## src/verilog/sio_pkg.sv

```systemverilog
// constants shared by the special i/o function unit
package sio_pkg;

   // clock and timing
   localparam int CLK_HZ        = 40_000_000;
   localparam int MS_PER_S      = 1000;
   localparam int MS_CYCLES_DEF = CLK_HZ / MS_PER_S;
   localparam int FILTER_POINTS = 8;
   localparam int FILTER_MAX_MS = 15;
   localparam logic [3:0] FILTER_DEF_MS = 4'hA;
   localparam int WIN_STEP_MS   = 10;
   localparam int WIN_MIN       = 1;
   localparam int WIN_MAX       = 100;
   localparam int FREQ_MIN_HZ   = 50;
   localparam int FREQ_MAX_HZ   = 5000;
   localparam int DUTY_MAX      = 100;
   localparam int ANALOG_MAX    = 1000;

   // register byte offsets
   localparam logic [7:0] OFS_FUNC_SEL = 8'h00;
   localparam logic [7:0] OFS_OUT_SEL  = 8'h04;
   localparam logic [7:0] OFS_FILTER   = 8'h08;
   localparam logic [7:0] OFS_CTRL     = 8'h0C;
   localparam logic [7:0] OFS_SET1     = 8'h10;
   localparam logic [7:0] OFS_SET2     = 8'h14;
   localparam logic [7:0] OFS_COUNT1   = 8'h18;
   localparam logic [7:0] OFS_COUNT2   = 8'h1C;
   localparam logic [7:0] OFS_FREQ     = 8'h20;
   localparam logic [7:0] OFS_DUTY     = 8'h24;
   localparam logic [7:0] OFS_ANALOG0  = 8'h28;
   localparam logic [7:0] OFS_ANALOG1  = 8'h2C;
   localparam logic [7:0] OFS_STATUS   = 8'h30;
   localparam logic [7:0] OFS_MASK     = 8'h34;
   localparam logic [7:0] OFS_INPUTS   = 8'h38;
   localparam logic [7:0] OFS_WINDOW   = 8'h3C;

   // function select word fields
   localparam int FS_EN = 0, FS_HSC = 1, FS_I1R = 2, FS_I1F = 3;
   localparam int FS_I2R = 6, FS_I2F = 7, FS_SPD = 10, FS_QUAD = 11;
   localparam int FS_CH1 = 12, FS_FLT = 15;
   // output select word fields
   localparam int OS_EN = 0, OS_PULSE = 1, OS_DIRMODE = 2;
   // control register fields
   localparam int CT_LOCK = 0, CT_GATE = 1, CT_RUN = 3, CT_DIR = 4;
   // status fields: counter match 1/2, interrupt 1/2, window done
   localparam int ST_CH1 = 0, ST_INT1 = 2, ST_SPD = 4, ST_W = 5;

endpackage : sio_pkg

```

## src/verilog/sio_input_filter.sv

```systemverilog
// on/off delay filter shared by a group of inputs
`timescale 1ns/1ps
`default_nettype none
module sio_input_filter
   import sio_pkg::*;
#(
   parameter int N = FILTER_POINTS
)
(
   // clock and reset
   input  wire logic         i_clk,
   input  wire logic         i_resetn,
   // timing and setting
   input  wire logic         i_ms_tick,
   input  wire logic [3:0]   i_delay_ms,
   // inputs and filtered levels
   input  wire logic [N-1:0] i_raw,
   output logic      [N-1:0] o_filt
);

   typedef struct packed {
      logic [N-1:0]      filt;
      logic [N-1:0][3:0] cnt;
   } sio_flt_s;

   sio_flt_s q;
   sio_flt_s next_q;

   // a change must persist for the whole delay before it is accepted
   always_comb begin
      next_q = q;
      for (int i = 0; i < N; i++) begin
         if (i_raw[i] == q.filt[i]) begin
            next_q.cnt[i] = 4'h0;
         end else if (i_delay_ms == 4'h0) begin
            next_q.filt[i] = i_raw[i];
         end else if (i_ms_tick) begin
            if (q.cnt[i] + 4'h1 == i_delay_ms) begin
               next_q.filt[i] = i_raw[i];
               next_q.cnt[i]  = 4'h0;
            end else begin
               next_q.cnt[i] = q.cnt[i] + 4'h1;
            end
         end
      end
   end

   // state register
   always_ff @(posedge i_clk or negedge i_resetn) begin
      if (!i_resetn) begin
         q <= '0;
      end else begin
         q <= next_q;
      end
   end

   assign o_filt = q.filt;
endmodule // sio_input_filter
`default_nettype wire

```

## src/verilog/sio_pulse_out.sv

```systemverilog
// variable frequency pulse and pwm generator for the field outputs
`timescale 1ns/1ps
`default_nettype none
module sio_pulse_out
   import sio_pkg::*;
(
   // clock and reset
   input  wire logic        i_clk,
   input  wire logic        i_resetn,
   // settings
   input  wire logic        i_enable,
   input  wire logic        i_pwm,
   input  wire logic        i_dir_method,
   input  wire logic        i_dir,
   input  wire logic [12:0] i_freq,
   input  wire logic [6:0]  i_duty,
   // field outputs
   output logic             o_out0,
   output logic             o_out1
);

   typedef struct packed {
      logic [25:0] acc;
      logic        level;
      logic [6:0]  step;
      logic        out0;
      logic        out1;
   } sio_pls_s;

   sio_pls_s q;
   sio_pls_s next_q;

   // phase accumulator: wraps at the clock rate, exact mean frequency
   always_comb begin
      logic [26:0] inc;
      logic [26:0] sum;
      inc = i_pwm ? 27'(i_freq * DUTY_MAX) : 27'({i_freq, 1'b0});
      sum = 27'(q.acc) + inc;
      next_q = q;
      if (!i_enable) begin
         next_q = '0;
      end else if (sum >= 27'(CLK_HZ)) begin
         next_q.acc   = 26'(sum - 27'(CLK_HZ));
         next_q.level = ~q.level;
         next_q.step  = (q.step == 7'(DUTY_MAX - 1)) ? 7'h00 : q.step + 7'h01;
      end else begin
         next_q.acc = 26'(sum);
      end
      if (!i_enable) begin
         next_q.out0 = 1'b0;
         next_q.out1 = 1'b0;
      end else if (i_pwm) begin
         next_q.out0 = next_q.step < i_duty;
         next_q.out1 = 1'b0;
      end else if (i_dir_method) begin
         next_q.out0 = next_q.level;
         next_q.out1 = i_dir;
      end else begin
         next_q.out0 = next_q.level & ~i_dir;
         next_q.out1 = next_q.level & i_dir;
      end
   end

   // state register
   always_ff @(posedge i_clk or negedge i_resetn) begin
      if (!i_resetn) begin
         q <= '0;
      end else begin
         q <= next_q;
      end
   end

   assign o_out0 = q.out0;
   assign o_out1 = q.out1;
endmodule // sio_pulse_out
`default_nettype wire

```

## src/verilog/sio_special_io.sv

```systemverilog
// special i/o function unit: filter, counters, interrupts, analog, outputs
`timescale 1ns/1ps
`default_nettype none

// Overview of operation
// - input filter delay settable 0 to 15 ms in 1 ms steps, default 10
// - one filter setting applies to the first eight inputs as a group
// - up-counter on two channels, count inputs 0 and 1, resets 2 and 3
// - speed-counter counts pulses per window of 10 to 1000 ms, inputs 0 and 1
// - quadrature: A on input 0, B on 1, reset on 2; A leading counts up
// - selected edge on input 2 or 3 raises interrupt program 3 or 4
// - two adjusters converted to values 0 to 1000 and stored, always on
// - pulse output 50 to 5000 Hz in 1 Hz steps on output 0, or on output 1 when reversed in cw/ccw mode
// - pwm output on output 0 with duty 0 to 100 percent in 1 percent steps
// - counter, interrupt and output functions only on dc input variants
// - select words are taken only before the scan lock, then ignored
module sio_special_io
   import sio_pkg::*;
#(
   parameter int unsigned MS_CYCLES = MS_CYCLES_DEF,
   parameter bit          DC_INPUT  = 1'b1
)
(
   // clock and reset
   input  wire logic        i_clk,
   input  wire logic        i_resetn,
   // register port
   input  wire logic [7:0]  i_addr,
   input  wire logic [15:0] i_wdata,
   input  wire logic        i_wr,
   input  wire logic        i_rd,
   output logic      [15:0] o_rdata,
   // field side
   input  wire logic [7:0]  i_field_input,
   input  wire logic [9:0]  i_adjuster_0,
   input  wire logic [9:0]  i_adjuster_1,
   output logic             o_field_output_0,
   output logic             o_field_output_1,
   // interrupt
   output logic             o_irq
);

   typedef struct packed {
      logic [15:0]         ms_cnt;
      logic                ms_tick;
      logic [7:0]          sync1;
      logic [7:0]          sync2;
      logic [7:0]          prev;
      logic [1:0][9:0]     adj1;
      logic [1:0][9:0]     adj2;
      logic [1:0][9:0]     adj3;
      logic [1:0][9:0]     analog;
      logic [15:0]         fsel;
      logic [15:0]         osel;
      logic                locked;
      logic [3:0]          flt;
      logic [1:0]          gate;
      logic                run;
      logic                dir;
      logic [1:0][15:0]    setv;
      logic [1:0][15:0]    cnt;
      logic [1:0][15:0]    acc;
      logic [6:0]          win;
      logic [9:0]          win_ms;
      logic [12:0]         freq;
      logic [6:0]          duty;
      logic [ST_W-1:0]     st;
      logic [ST_W-1:0]     mask;
      logic                irq;
      logic [15:0]         rdata;
   } sio_top_s;

   sio_top_s    q;
   sio_top_s    next_q;
   logic [7:0]  rise;
   logic [7:0]  fall;
   logic [7:0]  filt;
   logic        fn_en;
   logic        mode_up;
   logic        mode_spd;
   logic        mode_quad;
   logic        mode_int;
   logic        win_end;
   logic        out_en;
   logic [3:0]  delay_ms;

   // limit a setting to its documented range
   function automatic logic [15:0] clamp(input logic [15:0] v,
                                         input int lo,
                                         input int hi);
      if (v < 16'(lo)) begin
         return 16'(lo);
      end else if (v > 16'(hi)) begin
         return 16'(hi);
      end
      return v;
   endfunction

   // edges of synchronised pins, counters bypass the slow filter
   assign rise = q.sync2 & ~q.prev;
   assign fall = ~q.sync2 & q.prev;

   // mode decode: counter modes and interrupt inputs exclude each other
   assign fn_en     = DC_INPUT && q.fsel[FS_EN];
   assign mode_quad = fn_en && q.fsel[FS_HSC] && q.fsel[FS_QUAD];
   assign mode_spd  = fn_en && q.fsel[FS_HSC] && !q.fsel[FS_QUAD]
                      && q.fsel[FS_SPD];
   assign mode_up   = fn_en && q.fsel[FS_HSC] && !q.fsel[FS_QUAD]
                      && !q.fsel[FS_SPD];
   assign mode_int  = fn_en && !q.fsel[FS_HSC];
   assign win_end   = mode_spd && q.ms_tick
                      && q.win_ms == 10'(q.win * WIN_STEP_MS - 1);
   assign out_en    = DC_INPUT && q.osel[OS_EN] && q.run;

   // filter setting is used only when selected, otherwise default delay
   assign delay_ms = q.fsel[FS_FLT] ? q.flt : FILTER_DEF_MS;

   // one shared delay for the whole group of eight inputs
   sio_input_filter #(
      .N          (FILTER_POINTS)
   ) u_filter (
      .i_clk      (i_clk),
      .i_resetn   (i_resetn),
      .i_ms_tick  (q.ms_tick),
      .i_delay_ms (delay_ms),
      .i_raw      (q.sync2),
      .o_filt     (filt)
   );

   // pulse train or pwm on the field outputs, never both
   sio_pulse_out u_pulse (
      .i_clk        (i_clk),
      .i_resetn     (i_resetn),
      .i_enable     (out_en),
      .i_pwm        (!q.osel[OS_PULSE]),
      .i_dir_method (q.osel[OS_DIRMODE]),
      .i_dir        (q.dir),
      .i_freq       (q.freq),
      .i_duty       (q.duty),
      .o_out0       (o_field_output_0),
      .o_out1       (o_field_output_1)
   );

   // next state of the whole unit
   always_comb begin
      logic [ST_W-1:0] ev;
      logic [ST_W-1:0] clr;
      ev = '0;
      clr = '0;
      next_q = q;

      // millisecond time base
      next_q.ms_tick = 1'b0;
      if (q.ms_cnt == 16'(MS_CYCLES - 1)) begin
         next_q.ms_cnt  = 16'h0000;
         next_q.ms_tick = 1'b1;
      end else begin
         next_q.ms_cnt = q.ms_cnt + 16'h0001;
      end

      // pin synchronisers
      next_q.sync1 = i_field_input;
      next_q.sync2 = q.sync1;
      next_q.prev  = q.sync2;
      next_q.adj1  = {i_adjuster_1, i_adjuster_0};
      next_q.adj2  = q.adj1;
      next_q.adj3  = q.adj2;

      // analog values, taken once settled, no selection needed
      for (int c = 0; c < 2; c++) begin
         if (q.ms_tick && q.adj2[c] == q.adj3[c]) begin
            next_q.analog[c] = 10'(clamp(16'(q.adj2[c]), 0,
                                         ANALOG_MAX));
         end
      end

      // up-counter and speed-counter channels
      for (int c = 0; c < 2; c++) begin
         if (mode_up && q.fsel[FS_CH1 + c]) begin
            if (!q.gate[c] || q.sync2[c + 2]) begin
               next_q.cnt[c] = 16'h0000;
            end else if (rise[c]) begin
               if (q.cnt[c] + 16'h0001 == q.setv[c]) begin
                  next_q.cnt[c]     = 16'h0000;
                  ev[ST_CH1 + c]    = 1'b1;
               end else begin
                  next_q.cnt[c] = q.cnt[c] + 16'h0001;
               end
            end
         end
         if (mode_spd && q.fsel[FS_CH1 + c]) begin
            if (win_end) begin
               next_q.cnt[c] = q.acc[c];
               next_q.acc[c] = 16'(rise[c]);
            end else if (rise[c] && q.acc[c] != 16'hFFFF) begin
               next_q.acc[c] = q.acc[c] + 16'h0001;
            end
         end
      end

      // sampling window in milliseconds, restarted when its length is written
      if (!mode_spd || (i_wr && i_addr == OFS_WINDOW)) begin
         next_q.win_ms = 10'h000;
      end else if (q.ms_tick) begin
         next_q.win_ms = win_end ? 10'h000 : q.win_ms + 10'h001;
      end
      if (win_end) begin
         ev[ST_SPD] = 1'b1;
      end

      // quadrature counter on channel 1
      if (mode_quad) begin
         if (q.sync2[2]) begin
            next_q.cnt[0] = 16'h0000;
         end else if (rise[0] && !q.sync2[1]) begin
            next_q.cnt[0] = q.cnt[0] + 16'h0001;
         end else if (rise[0] && q.sync2[1]) begin
            next_q.cnt[0] = q.cnt[0] - 16'h0001;
         end
      end

      // edge interrupt inputs
      if (mode_int) begin
         ev[ST_INT1]     = (q.fsel[FS_I1R] & rise[2])
                           | (q.fsel[FS_I1F] & fall[2]);
         ev[ST_INT1 + 1] = (q.fsel[FS_I2R] & rise[3])
                           | (q.fsel[FS_I2F] & fall[3]);
      end

      // register writes
      if (i_wr) begin
         case (i_addr)
            OFS_FUNC_SEL: if (!q.locked) next_q.fsel = i_wdata;
            OFS_OUT_SEL:  if (!q.locked) next_q.osel = i_wdata;
            OFS_FILTER:   next_q.flt = 4'(clamp(i_wdata, 0,
                                                FILTER_MAX_MS));
            OFS_CTRL: begin
               next_q.locked = q.locked | i_wdata[CT_LOCK];
               next_q.gate   = i_wdata[CT_GATE +: 2];
               next_q.run    = i_wdata[CT_RUN];
               next_q.dir    = i_wdata[CT_DIR];
            end
            OFS_SET1:     next_q.setv[0] = i_wdata;
            OFS_SET2:     next_q.setv[1] = i_wdata;
            OFS_FREQ:     next_q.freq = 13'(clamp(i_wdata, FREQ_MIN_HZ,
                                                  FREQ_MAX_HZ));
            OFS_DUTY:     next_q.duty = 7'(clamp(i_wdata, 0,
                                                 DUTY_MAX));
            OFS_WINDOW:   next_q.win = 7'(clamp(i_wdata, WIN_MIN,
                                                WIN_MAX));
            OFS_STATUS:   clr = i_wdata[ST_W-1:0];
            OFS_MASK:     next_q.mask = i_wdata[ST_W-1:0];
            default: ;
         endcase
      end

      // sticky status, a new event beats a clear in the same cycle
      next_q.st  = (q.st & ~clr) | ev;
      next_q.irq = |(next_q.st & next_q.mask);

      // read data stand for the one cycle after the strobe
      next_q.rdata = 16'h0000;
      if (i_rd) begin
         case (i_addr)
            OFS_FUNC_SEL: next_q.rdata = q.fsel;
            OFS_OUT_SEL:  next_q.rdata = q.osel;
            OFS_FILTER:   next_q.rdata = 16'(q.flt);
            OFS_CTRL:     next_q.rdata = 16'({q.dir, q.run, q.gate,
                                              q.locked});
            OFS_SET1:     next_q.rdata = q.setv[0];
            OFS_SET2:     next_q.rdata = q.setv[1];
            OFS_COUNT1:   next_q.rdata = q.cnt[0];
            OFS_COUNT2:   next_q.rdata = q.cnt[1];
            OFS_FREQ:     next_q.rdata = 16'(q.freq);
            OFS_DUTY:     next_q.rdata = 16'(q.duty);
            OFS_ANALOG0:  next_q.rdata = 16'(q.analog[0]);
            OFS_ANALOG1:  next_q.rdata = 16'(q.analog[1]);
            OFS_STATUS:   next_q.rdata = 16'(q.st);
            OFS_MASK:     next_q.rdata = 16'(q.mask);
            OFS_INPUTS:   next_q.rdata = 16'(filt);
            OFS_WINDOW:   next_q.rdata = 16'(q.win);
            default:      next_q.rdata = 16'h0000;
         endcase
      end
   end

   // state register with documented defaults
   always_ff @(posedge i_clk or negedge i_resetn) begin
      if (!i_resetn) begin
         q         <= '0;
         q.flt     <= FILTER_DEF_MS;
         q.win     <= 7'(WIN_MIN);
         q.freq    <= 13'(FREQ_MIN_HZ);
         q.setv    <= {16'hFFFF, 16'hFFFF};
      end else begin
         q <= next_q;
      end
   end

   assign o_rdata = q.rdata;
   assign o_irq   = q.irq;
endmodule // sio_special_io
`default_nettype wire

```

## config.mk

```make
export PLATFORM = sky130hd
export DESIGN_NAME = sio_special_io
export DESIGN_NICKNAME = d
export VERILOG_FILES = /design/src/verilog/sio_pkg.sv /design/src/verilog/sio_input_filter.sv /design/src/verilog/sio_pulse_out.sv /design/src/verilog/sio_special_io.sv
export SDC_FILE = /design/constraint.sdc
export NUM_CORES = 1
export LEC_CHECK = 0
export BUFFER_PORTS_ARGS = -buffer_cell sky130_fd_sc_hd__buf_2
export CAP_MARGIN = 20
export CORE_MARGIN = 4
export CORE_UTILIZATION = 30
export CTS_CLUSTER_DIAMETER = 100
export DETAILED_ROUTE_END_ITERATION = 10
export GPL_TIMING_DRIVEN = 0
export SYNTH_ARGS = -nofsm -noshare
export SYNTH_HDL_FRONTEND = slang
export SYNTH_SLANG_ARGS = --single-unit
```

## constraint.sdc

```tcl
create_clock -name i_clk -period 7 [get_ports i_clk]
set_input_delay 1.4 -clock i_clk [delete_from_list [all_inputs] [get_ports i_clk]]
set_output_delay 1.4 -clock i_clk [all_outputs]
set_load 0.02 [all_outputs]
```

=== Yosys cells after proc, flatten, opt, wreduce, memory -nomap -nowiden ===
Index checks and enable logic that the tools add are counted.
W data, S select, Z words.

* Bits in registers: 394
* Bits in latches: 0
* Memory bits (writable): 0
* Memory bits (read-only): 0
* Input bits: 56
* Output and inout port bits: 19
* Word-level logic and storage cells: 382
* Memories kept: 0

* Add/subtract/negate cells: 19
* Multiply operators: 2
* Div/mod/pow operators: 0
* $lt $le $gt $ge: 10
* Equal/unequal tests: 48
* Shift-type cells: 0
* Muxes and demuxes: 140
* Bitwise operators: 28
* Reductions and logical operators: 80

{| class="wikitable"
|+ Operators with widths
! operator !! number
|-
| $mux W16 || 22
|-
| $pmux W16 S16 || 1
|-
| $mux W4 || 36
|-
| $add A16 B1 Y16 const B || 5
|-
| $mux W10 || 7
|-
| $eq A8 B6 Y1 const B || 8
|-
| $mux W1 || 53
|-
| $mux W7 || 6
|-
| $reduce_bool A2 Y1 || 20
|-
| $mux W13 || 3
|-
| $mux W34 || 1
|-
| $reduce_and A2 Y1 || 17
|-
| $add A4 B1 Y4 const B || 8
|-
| $eq A16 B16 Y1 || 2
|-
| $eq A4 B4 Y1 || 8
|-
| $eq A8 B5 Y1 const B || 4
|-
| $lt A16 B1 Y1 const B || 2
|-
| $ne A16 B16 Y1 const B || 2
|-
| $eq A10 B10 Y1 || 3
|-
| $reduce_and A3 Y1 || 10
|-
| $add A26 B20 Y27 || 1
|-
| $ge A27 B26 Y1 const B || 1
|-
| $mux W26 || 1
|-
| $sub A26 B26 Y26 const B || 1
|-
| 37 further kinds || 105
|}

=== Logic depth before layout (Yosys ltp) ===
Gate-level depths: netlist of the first run.

* Word-level depth: 12
* Gate-level depth with buffers: 37
* Depth with buffers taken out: 35

=== By module ===
A second synthesis of the first run with hierarchy kept.

* Cell total of the unflattened synthesis: 2480
* Area total of the unflattened synthesis: 24197.0 um2

{| class="wikitable"
|+ Modules (own cells, without submodules)
! module !! instances !! cells an instance !! area an instance (um2) !! sequential area each (um2)
|-
| sio_special_io || 1 || 1639 || 16612.2 || 8005.2
|-
| sio_pulse_out || 1 || 563 || 4660.7 || 875.8
|-
| sio_input_filter || 1 || 278 || 2924.1 || 1001.0
|}

=== Least setup slack after synthesis of the first run ===
Ideal clock, no wire load.

* Path type: reg2reg
* Start point: register q[35] (netlist name)
* End point: register u_pulse.q, in the netlist u_pulse.o_out0
* Library setup time: 0.087 ns
* Arrival time: 7.399 ns
* Required time: 6.913 ns
* Setup slack: -0.486 ns
* Stages on the path, launching flop included: 38
* Buffers on the path: 2
* Period minus slack after synthesis: 7.486 ns
* Cells stage by stage: dfstp_2 ha_1 ha_1 ha_1 ha_1 a21o_1 a21oi_1 o21bai_1 a21oi_1 nor2b_1 o21a_1 o31a_1 or4_1 o311ai_0 o21ai_0 xnor2_1 nor2_1 ha_1 [... 2 more ...] nor3_1 o21ai_0 nand3_1 or4b_1 and2_0 nor4bb_1 a31o_1 buf_6 buf_6 nand4_1 xor2_1 nor2_1 ha_1 a21o_1 a21o_1 a211oi_1 a31oi_1 a211oi_2

{| class="wikitable"
|+ RTL lines
! element !! RTL line !! source
|-
| start, declared || sio_special_io.sv:73 || <nowiki>sio_top_s q;</nowiki>
|-
| start signal, assigned || sio_special_io.sv:296 || <nowiki>q <= next_q;</nowiki>
|-
| end signal, assigned || sio_pulse_out.sv:69 || <nowiki>q <= next_q;</nowiki>
|-
| end, declared || sio_pulse_out.sv:30 || <nowiki>sio_pls_s q;</nowiki>
|}

==> impl_results.md, run 1 <==
* Reg-to-Reg End: u_pulse.o_out0
* Peak VDD IR at 0.000230 V
* Max Cap Violations at 0
* DIE AREA at 79700 um2
* Worst path most repeated cell: ha_4
* Worst R2R Path Depth at 36
* Crit path kind: register to register
* Launching point of the worst reg2reg path: q[36]
* Fin crit share at 112%
* Slew Limit Fails at 0
* Worst slew pin tran at a little over 1 ns
* Highest clock rate at between 0.1 and 0.15 GHz
* Vias after detailed routing at 18365
* Port Buffers at 71
* CTS Buf Count at 45
* Ys flop type: dfrtp_1
* CP Launch Point: q[36]
* Pwr Density at 208 nW/um2
* WL/cell at 18.9 um
* LEAKAGE at 11.4 nW
* Non-Filler Instances at ~3500
* Distinct cells, synth at just over 80
* Yosys warnings at 0
* Hold Vio Cnt, Final at 0
* Final min period at between 7 and 8 ns
* Commonest cells after routing, fill and taps aside: dfrtp_1 (353), nand2_1 (221), nor2_1 (191)
* CORE AREA at 74400 um2
* Placed Instances at 3390
* Startpoint types: register
* Yosys top cell area share at between 30% and 40%
* Violated checks: negative setup slack
* Sequential share of the synthesized area at 43.8%
* Critical Path Fanout Max at 10
* DR pass1 iterations at 6
* Worst setup EP type: register
* Sink Count at 393
* Worst slew margin at 30.7%
* Initial drt markers at 1794
* Final setup viols at 1
* Worst skew pair latency at 0.61 ns
* Hold path depth at 0
* TNS Setup at -0.859 ns
* Met2 routed WL at 30400 um
* Hpwl dp at 48500 um
* Top Metal Used: met5
* Critical path arrival at 8.34 ns
* CTS tree: built
* Worst Hold Endpoint: next_q[234]
* H-tree depth at 2
* Io pins at 75
* Pre-CTS setup slack at -1.17 ns
* DR vias/cell at 5.22
* Global placer's final weighted congestion at 0.927
* Post-synth EDFFs at 0
* Setup ws final at -0.859 ns
* Avg Cell Area, Syn at 9.63 um2
* Initial Util at 30.3%
* Antenna Violating Nets Remaining at 0
* Met3 WL at 4040 um
* Vias in the first global route at 17885
* Initial antenna violation count at 13
* DRT Wirelength at 66600 um
* Site Rows at 100
* Status: finished, violations left
* M1 WL at 29400 um
* Global route total overflow at 0
* Commonest non-fill, non-tap cell in the layout: dfrtp_1
* Final Net Count at 2670
* Largest cells by area after synthesis: dfrtp_1 (39%), xnor2_1 (5.4%), ha_1 (5.3%)
* Root Driver: clkbuf_16
* Largest area contributor in the netlist: dfrtp_1
* Chip height at 282 um
* Ys async rst share at 100%
* Mapped Area at 22600 um2
* Max stage delay cell, worst path: or4_4
* Reg clk slew, reported paths at ~0.06 ns
* Total GRT Usage at 16.5%
* Die width at 282 um
* Layout cells sized above 1 at 16.5%
* Required time of the worst setup path at 7.48 ns
* Area growth syn-to-layout at 18.2%
* Largest stage delay on the critical path at 0.56 ns
* Largest net degree at the start of global routing at 111
* Clk buf depth at 3
* Reg2reg setup slack at -0.86 ns
* First-pass GRT wire length at roughly 100000 um
* Mapped Nets at 2505
* Hold_buf cts at 0
* Remaining DRCs at 0
* Mapped Cells at 2343
* Hold WC Path Type: register to register
* Clock skew at 0.0320 ns
* RSZ-0062 raised after global routing: true
* Seq cells post-synth at 393
* Hold Crit Start: next_q[254]
==> critical path, delay by kind of cell (launching register included) <==
kind,cells,cell delay [ns]
AO/OA/AOI/OAI,19,3.38
XOR/XNOR,2,0.35
flip-flops,1,0.46
AND/OR/NAND/NOR,6,1.33
buffers and inverters,3,0.47
adder cells (fa/ha/maj),6,1.78
==> per-layer routing <==
metal / vias up / GRT usage, %
met4: 6 / 7.16
met3: 156 / 2.35
met1: 8880 / 22.6
met2: 595 / 26.1
li1: 8728 / -
met5: - / 0
==> timing repair <==
| action | in CTS | in global routing |
|---|---|---|
| buffers inserted | 37 | 14 |
| setup endpoints to repair | 6 | 19 |
| resized for setup | 16 | 44 |
| pin swaps | 14 | 49 |
==> state kept, by name (all words and copies together), names as in the netlist <==
name / flops
u_filter.q: 32
o_rdata: 16
u_pulse.o_out0: 1
q: 244
fn_en: 1
u_pulse.o_out1: 1
u_filter.o_filt: 8
o_irq: 1
u_pulse.q: 33
next_q: 56
==> how the worst max path moves through the flow <==
stage                      to  slack [ns]  cells after the start
2_1_floorplan  u_pulse.o_out0       -0.13                     37
3_3_place_gp    u_pulse.q[34]       -3.52                      1
3_5_place_dp   u_pulse.o_out0       -1.17                     36
4_1_cts         u_pulse.q[32]       -0.82                     48
5_1_grt        u_pulse.o_out0       -1.14                     36
6_report       u_pulse.o_out0       -0.86                     36
==> cells in the mapped netlist (6+ instances only) <==
cell and n:
o31ai_1 16, dfstp_2 38, a222oi_1 6, nor3b_1 8, a21oi_1 95, dfrtp_1 355
nor2b_1 17, clkbuf_1 80, nor4_1 10, mux2i_1 10, a211oi_1 14, o21a_1 13
a22o_1 24, nand3b_1 7, nand2b_1 33, inv_1 72, o21ai_1 9, and3_1 38
nand3_1 89, xor2_1 93, nor3_1 59, ha_1 96, and4_1 10, xnor2_1 139
a22oi_1 57, o21bai_1 9, o21ai_0 179, nor2_1 194, a32oi_1 9, a221oi_1 22
buf_4 17, nand2_1 223, and2_1 9, mux2_2 93, a31oi_1 31, fa_1 10
a21o_1 16, nand4_1 31, or3_1 14, o211ai_1 9, buf_1 7
==> layout make-up <==
cell class | instances | area, um2
Timing Repair Buffer | 118 | 774
Tap cell | 969 | 1210
Clock inverter | 27 | 437
Multi-Input combinational cell | 1769 | 12400
Fill cell | 7510 | 47800
Sequential cell | 393 | 9880
Buffer | 107 | 485
Clock buffer | 54 | 1220
Inverter | 74 | 278
Antenna cell | 5 | 12.5
==> report_power, final <==
| group | total (mW) | switching, mW | internal, mW |
|---|---|---|---|
| clock network | 2.64 | 1.02 | 1.62 |
| registers | 2.44 | 0.0865 | 2.35 |
| logic | 0.460 | 0.280 | 0.180 |
==> through the flow <==
step                area [um2]  hold slack, ns  util, %  total power [mW]
floorplan                22600           0.331        -              2.72
global placement         24200           0.333     32.5              2.91
detailed placement       24300           0.335     32.7              2.92
CTS                      26300           0.348     35.4              5.59
global route             26700           0.351     35.8              5.76
finish                   26700           0.346     35.8              5.54
==> cells by family (layout without fill, tap and decap cells) <==
| family | count (synthesis) | in the layout | share of synthesized area, % |
|---|---|---|---|
| AND/OR/NAND/NOR | 770 | 770 | 16.4 |
| adder cells (fa/ha/maj) | 106 | 106 | 6.21 |
| other | 0 | 5 | 0 |
| flip-flops | 393 | 393 | 43.8 |
| buffers and inverters | 181 | 380 | 3.37 |
| multiplexers | 103 | 103 | 5.08 |
| AO/OA/AOI/OAI | 553 | 553 | 15.7 |
| XOR/XNOR | 237 | 237 | 9.48 |
Power figures use the tool's default switching activity.
==> inputs of run 2 (changes only) <==
- clock period: 7 -> 6.9 ns (I/O delays scaled with it)
==> impl_results.md, run 2 (same netlist as run 1, synthesis figures left out) <==
* Hpwl dp at 48500 um
* Global route total overflow at 0
* Clk buf depth at 3
* Global placer's final weighted congestion at just over 0.9
* Non-Filler Instances at 3521
* CORE AREA at 74400 um2
* Worst slew pin tran at between 1 and 1.5 ns
* DR vias/cell at roughly 5.2
* Final Net Count at 2675
* Antenna Violating Nets Remaining at 0
* Design Area, Final at 26800 um2
* Port Buffers at 71
* Layout cells sized above 1 at 16.9%
* Vias in the first global route at approximately 18000
* Clock skew at 0.0322 ns
* Worst slew margin at 30.0%
* Min Hold Slack at 0.346 ns
* Status: finished, violations left
* Die width at ~280 um
* DR pass1 iterations at 8
* Top Family by Delay on Critical Path: compound AO/OA/AOI/OAI gates
* CTS tree: built
* Crit path kind: register to register
* Placed Area at 24300 um2
* Vias after detailed routing at 18396
* CP Launch Point: q[36]
* Pwr Density at 210 nW/um2
* Hold Vio Cnt, Final at 0
* RSZ-0062 raised after global routing: true
* DIE AREA at 79700 um2
* DRT Wirelength at 66800 um
* Buf+Inv Stages, Crit Path at 1
* Violated checks: negative setup slack
* Fin crit share at 113%
* Launching point of the worst reg2reg path: q[36]
* WL/cell at 19.0 um
* Critical path arrival at 8.26 ns
* Number of flip-flops in the largest register at roughly 240
* Hold_buf cts at 0
* Initial Util at 30.3%
* Required time of the worst setup path at 7.37 ns
* Critical Path Fanout Max at 4
* Hold Crit Start: next_q[254]
* Fill cells at between 7000 and 8000
* H-tree depth at 2
* Worst setup EP type: register
* Total GRT Usage at 16.5%
* Io pins at 75
* First-pass GRT wire length at 104000 um
* Highest clock rate at about 0.13 GHz
* Placed Instances at 3390
* Chip height at 282 um
* Peak VDD IR at around 0.00023 V
* CTS Buf Count at between 40 and 50
* Worst skew pair latency at 0.61 ns
* Initial antenna violation count at 13
* Initial drt markers at 1604
* Pre-CTS setup slack at -1.27 ns
* Commonest cells after routing, fill and taps aside: dfrtp_1 (353), nand2_1 (221), nor2_1 (190)
* Sink Count at between 300 and 400
* Top reg by flops: q
* Reg clk slew, reported paths at roughly 0.060 ns
* LEAKAGE at 11.4 nW
* Max Cap Violations at 0
* Final setup viols at 6
* Area growth syn-to-layout at 18.7%
* Largest net degree at the start of global routing at about 110
* Startpoint types: register
* Largest stage delay on the critical path at 0.56 ns
* Final design utilization at 36.0%
* Site Rows at 100
* Commonest non-fill, non-tap cell in the layout: dfrtp_1
* Root Driver: clkbuf_16
* Hold WC Path Type: register to register
* Remaining DRCs at 0
* Slew Limit Fails at 0
* Final min period at ~7.8 ns
* Setup ws final at -0.889 ns
* Max stage delay cell, worst path: or4_4
* Worst path most repeated cell: ha_4
[run 2: worst paths after layout]
kind	to	slack, ns	cells past startpoint
setup / recovery	u_pulse.o_out0	-0.89	35
hold / removal	next_q[234]	0.35	0
setup reg to reg	u_pulse.o_out0	-0.89	35
hold reg to reg	next_q[234]	0.35	0
max in group asynchronous	q[37]	4.23	4
min in group asynchronous	q[78]	0.81	1
[run 2: cell type report]
type	count	area (um2)	area share [%]
Buffer	106	474	1.77
Inverter	74	278	1.04
Clock buffer	54	1220	4.56
Timing Repair Buffer	124	853	3.19
Clock inverter	27	437	1.63
Antenna cell	5	12.5	0.0467
Tap cell	969	1210	4.53
Multi-Input combinational cell	1769	12400	46.3
Sequential cell	393	9880	36.9
[run 2: per-stage QoR]
step / total power, mW / TNS [ns]
floorplan: 2.76 / -0.233
global placement: 2.95 / -1297.90
detailed placement: 2.96 / -1.98
CTS: 5.67 / -1.85
global route: 5.85 / -4.23
finish: 5.63 / -2.19
[run 2: where the power goes]
group	switching, mW	internal [mW]
Sequential	0.0872	2.39
Clock	1.04	1.64
Combinational	0.285	0.184
[run 2: what timing repair did]
item	in CTS	in global routing
endpoints found under the hold margin	0	0
buffers inserted	37	20
pin swaps	14	52
gates resized for setup	16	61
setup endpoints to repair	16	24
[run 2: routing by layer]
metal / vias up / wire length (um) / track usage (%)
li1: 8721 / - / -
met1: 8906 / 29400 / 22.6
met2: 614 / 30600 / 26.1
met3: 149 / 4170 / 2.35
met4: 6 / 2600 / 7.16
met5: - / 41 / 0
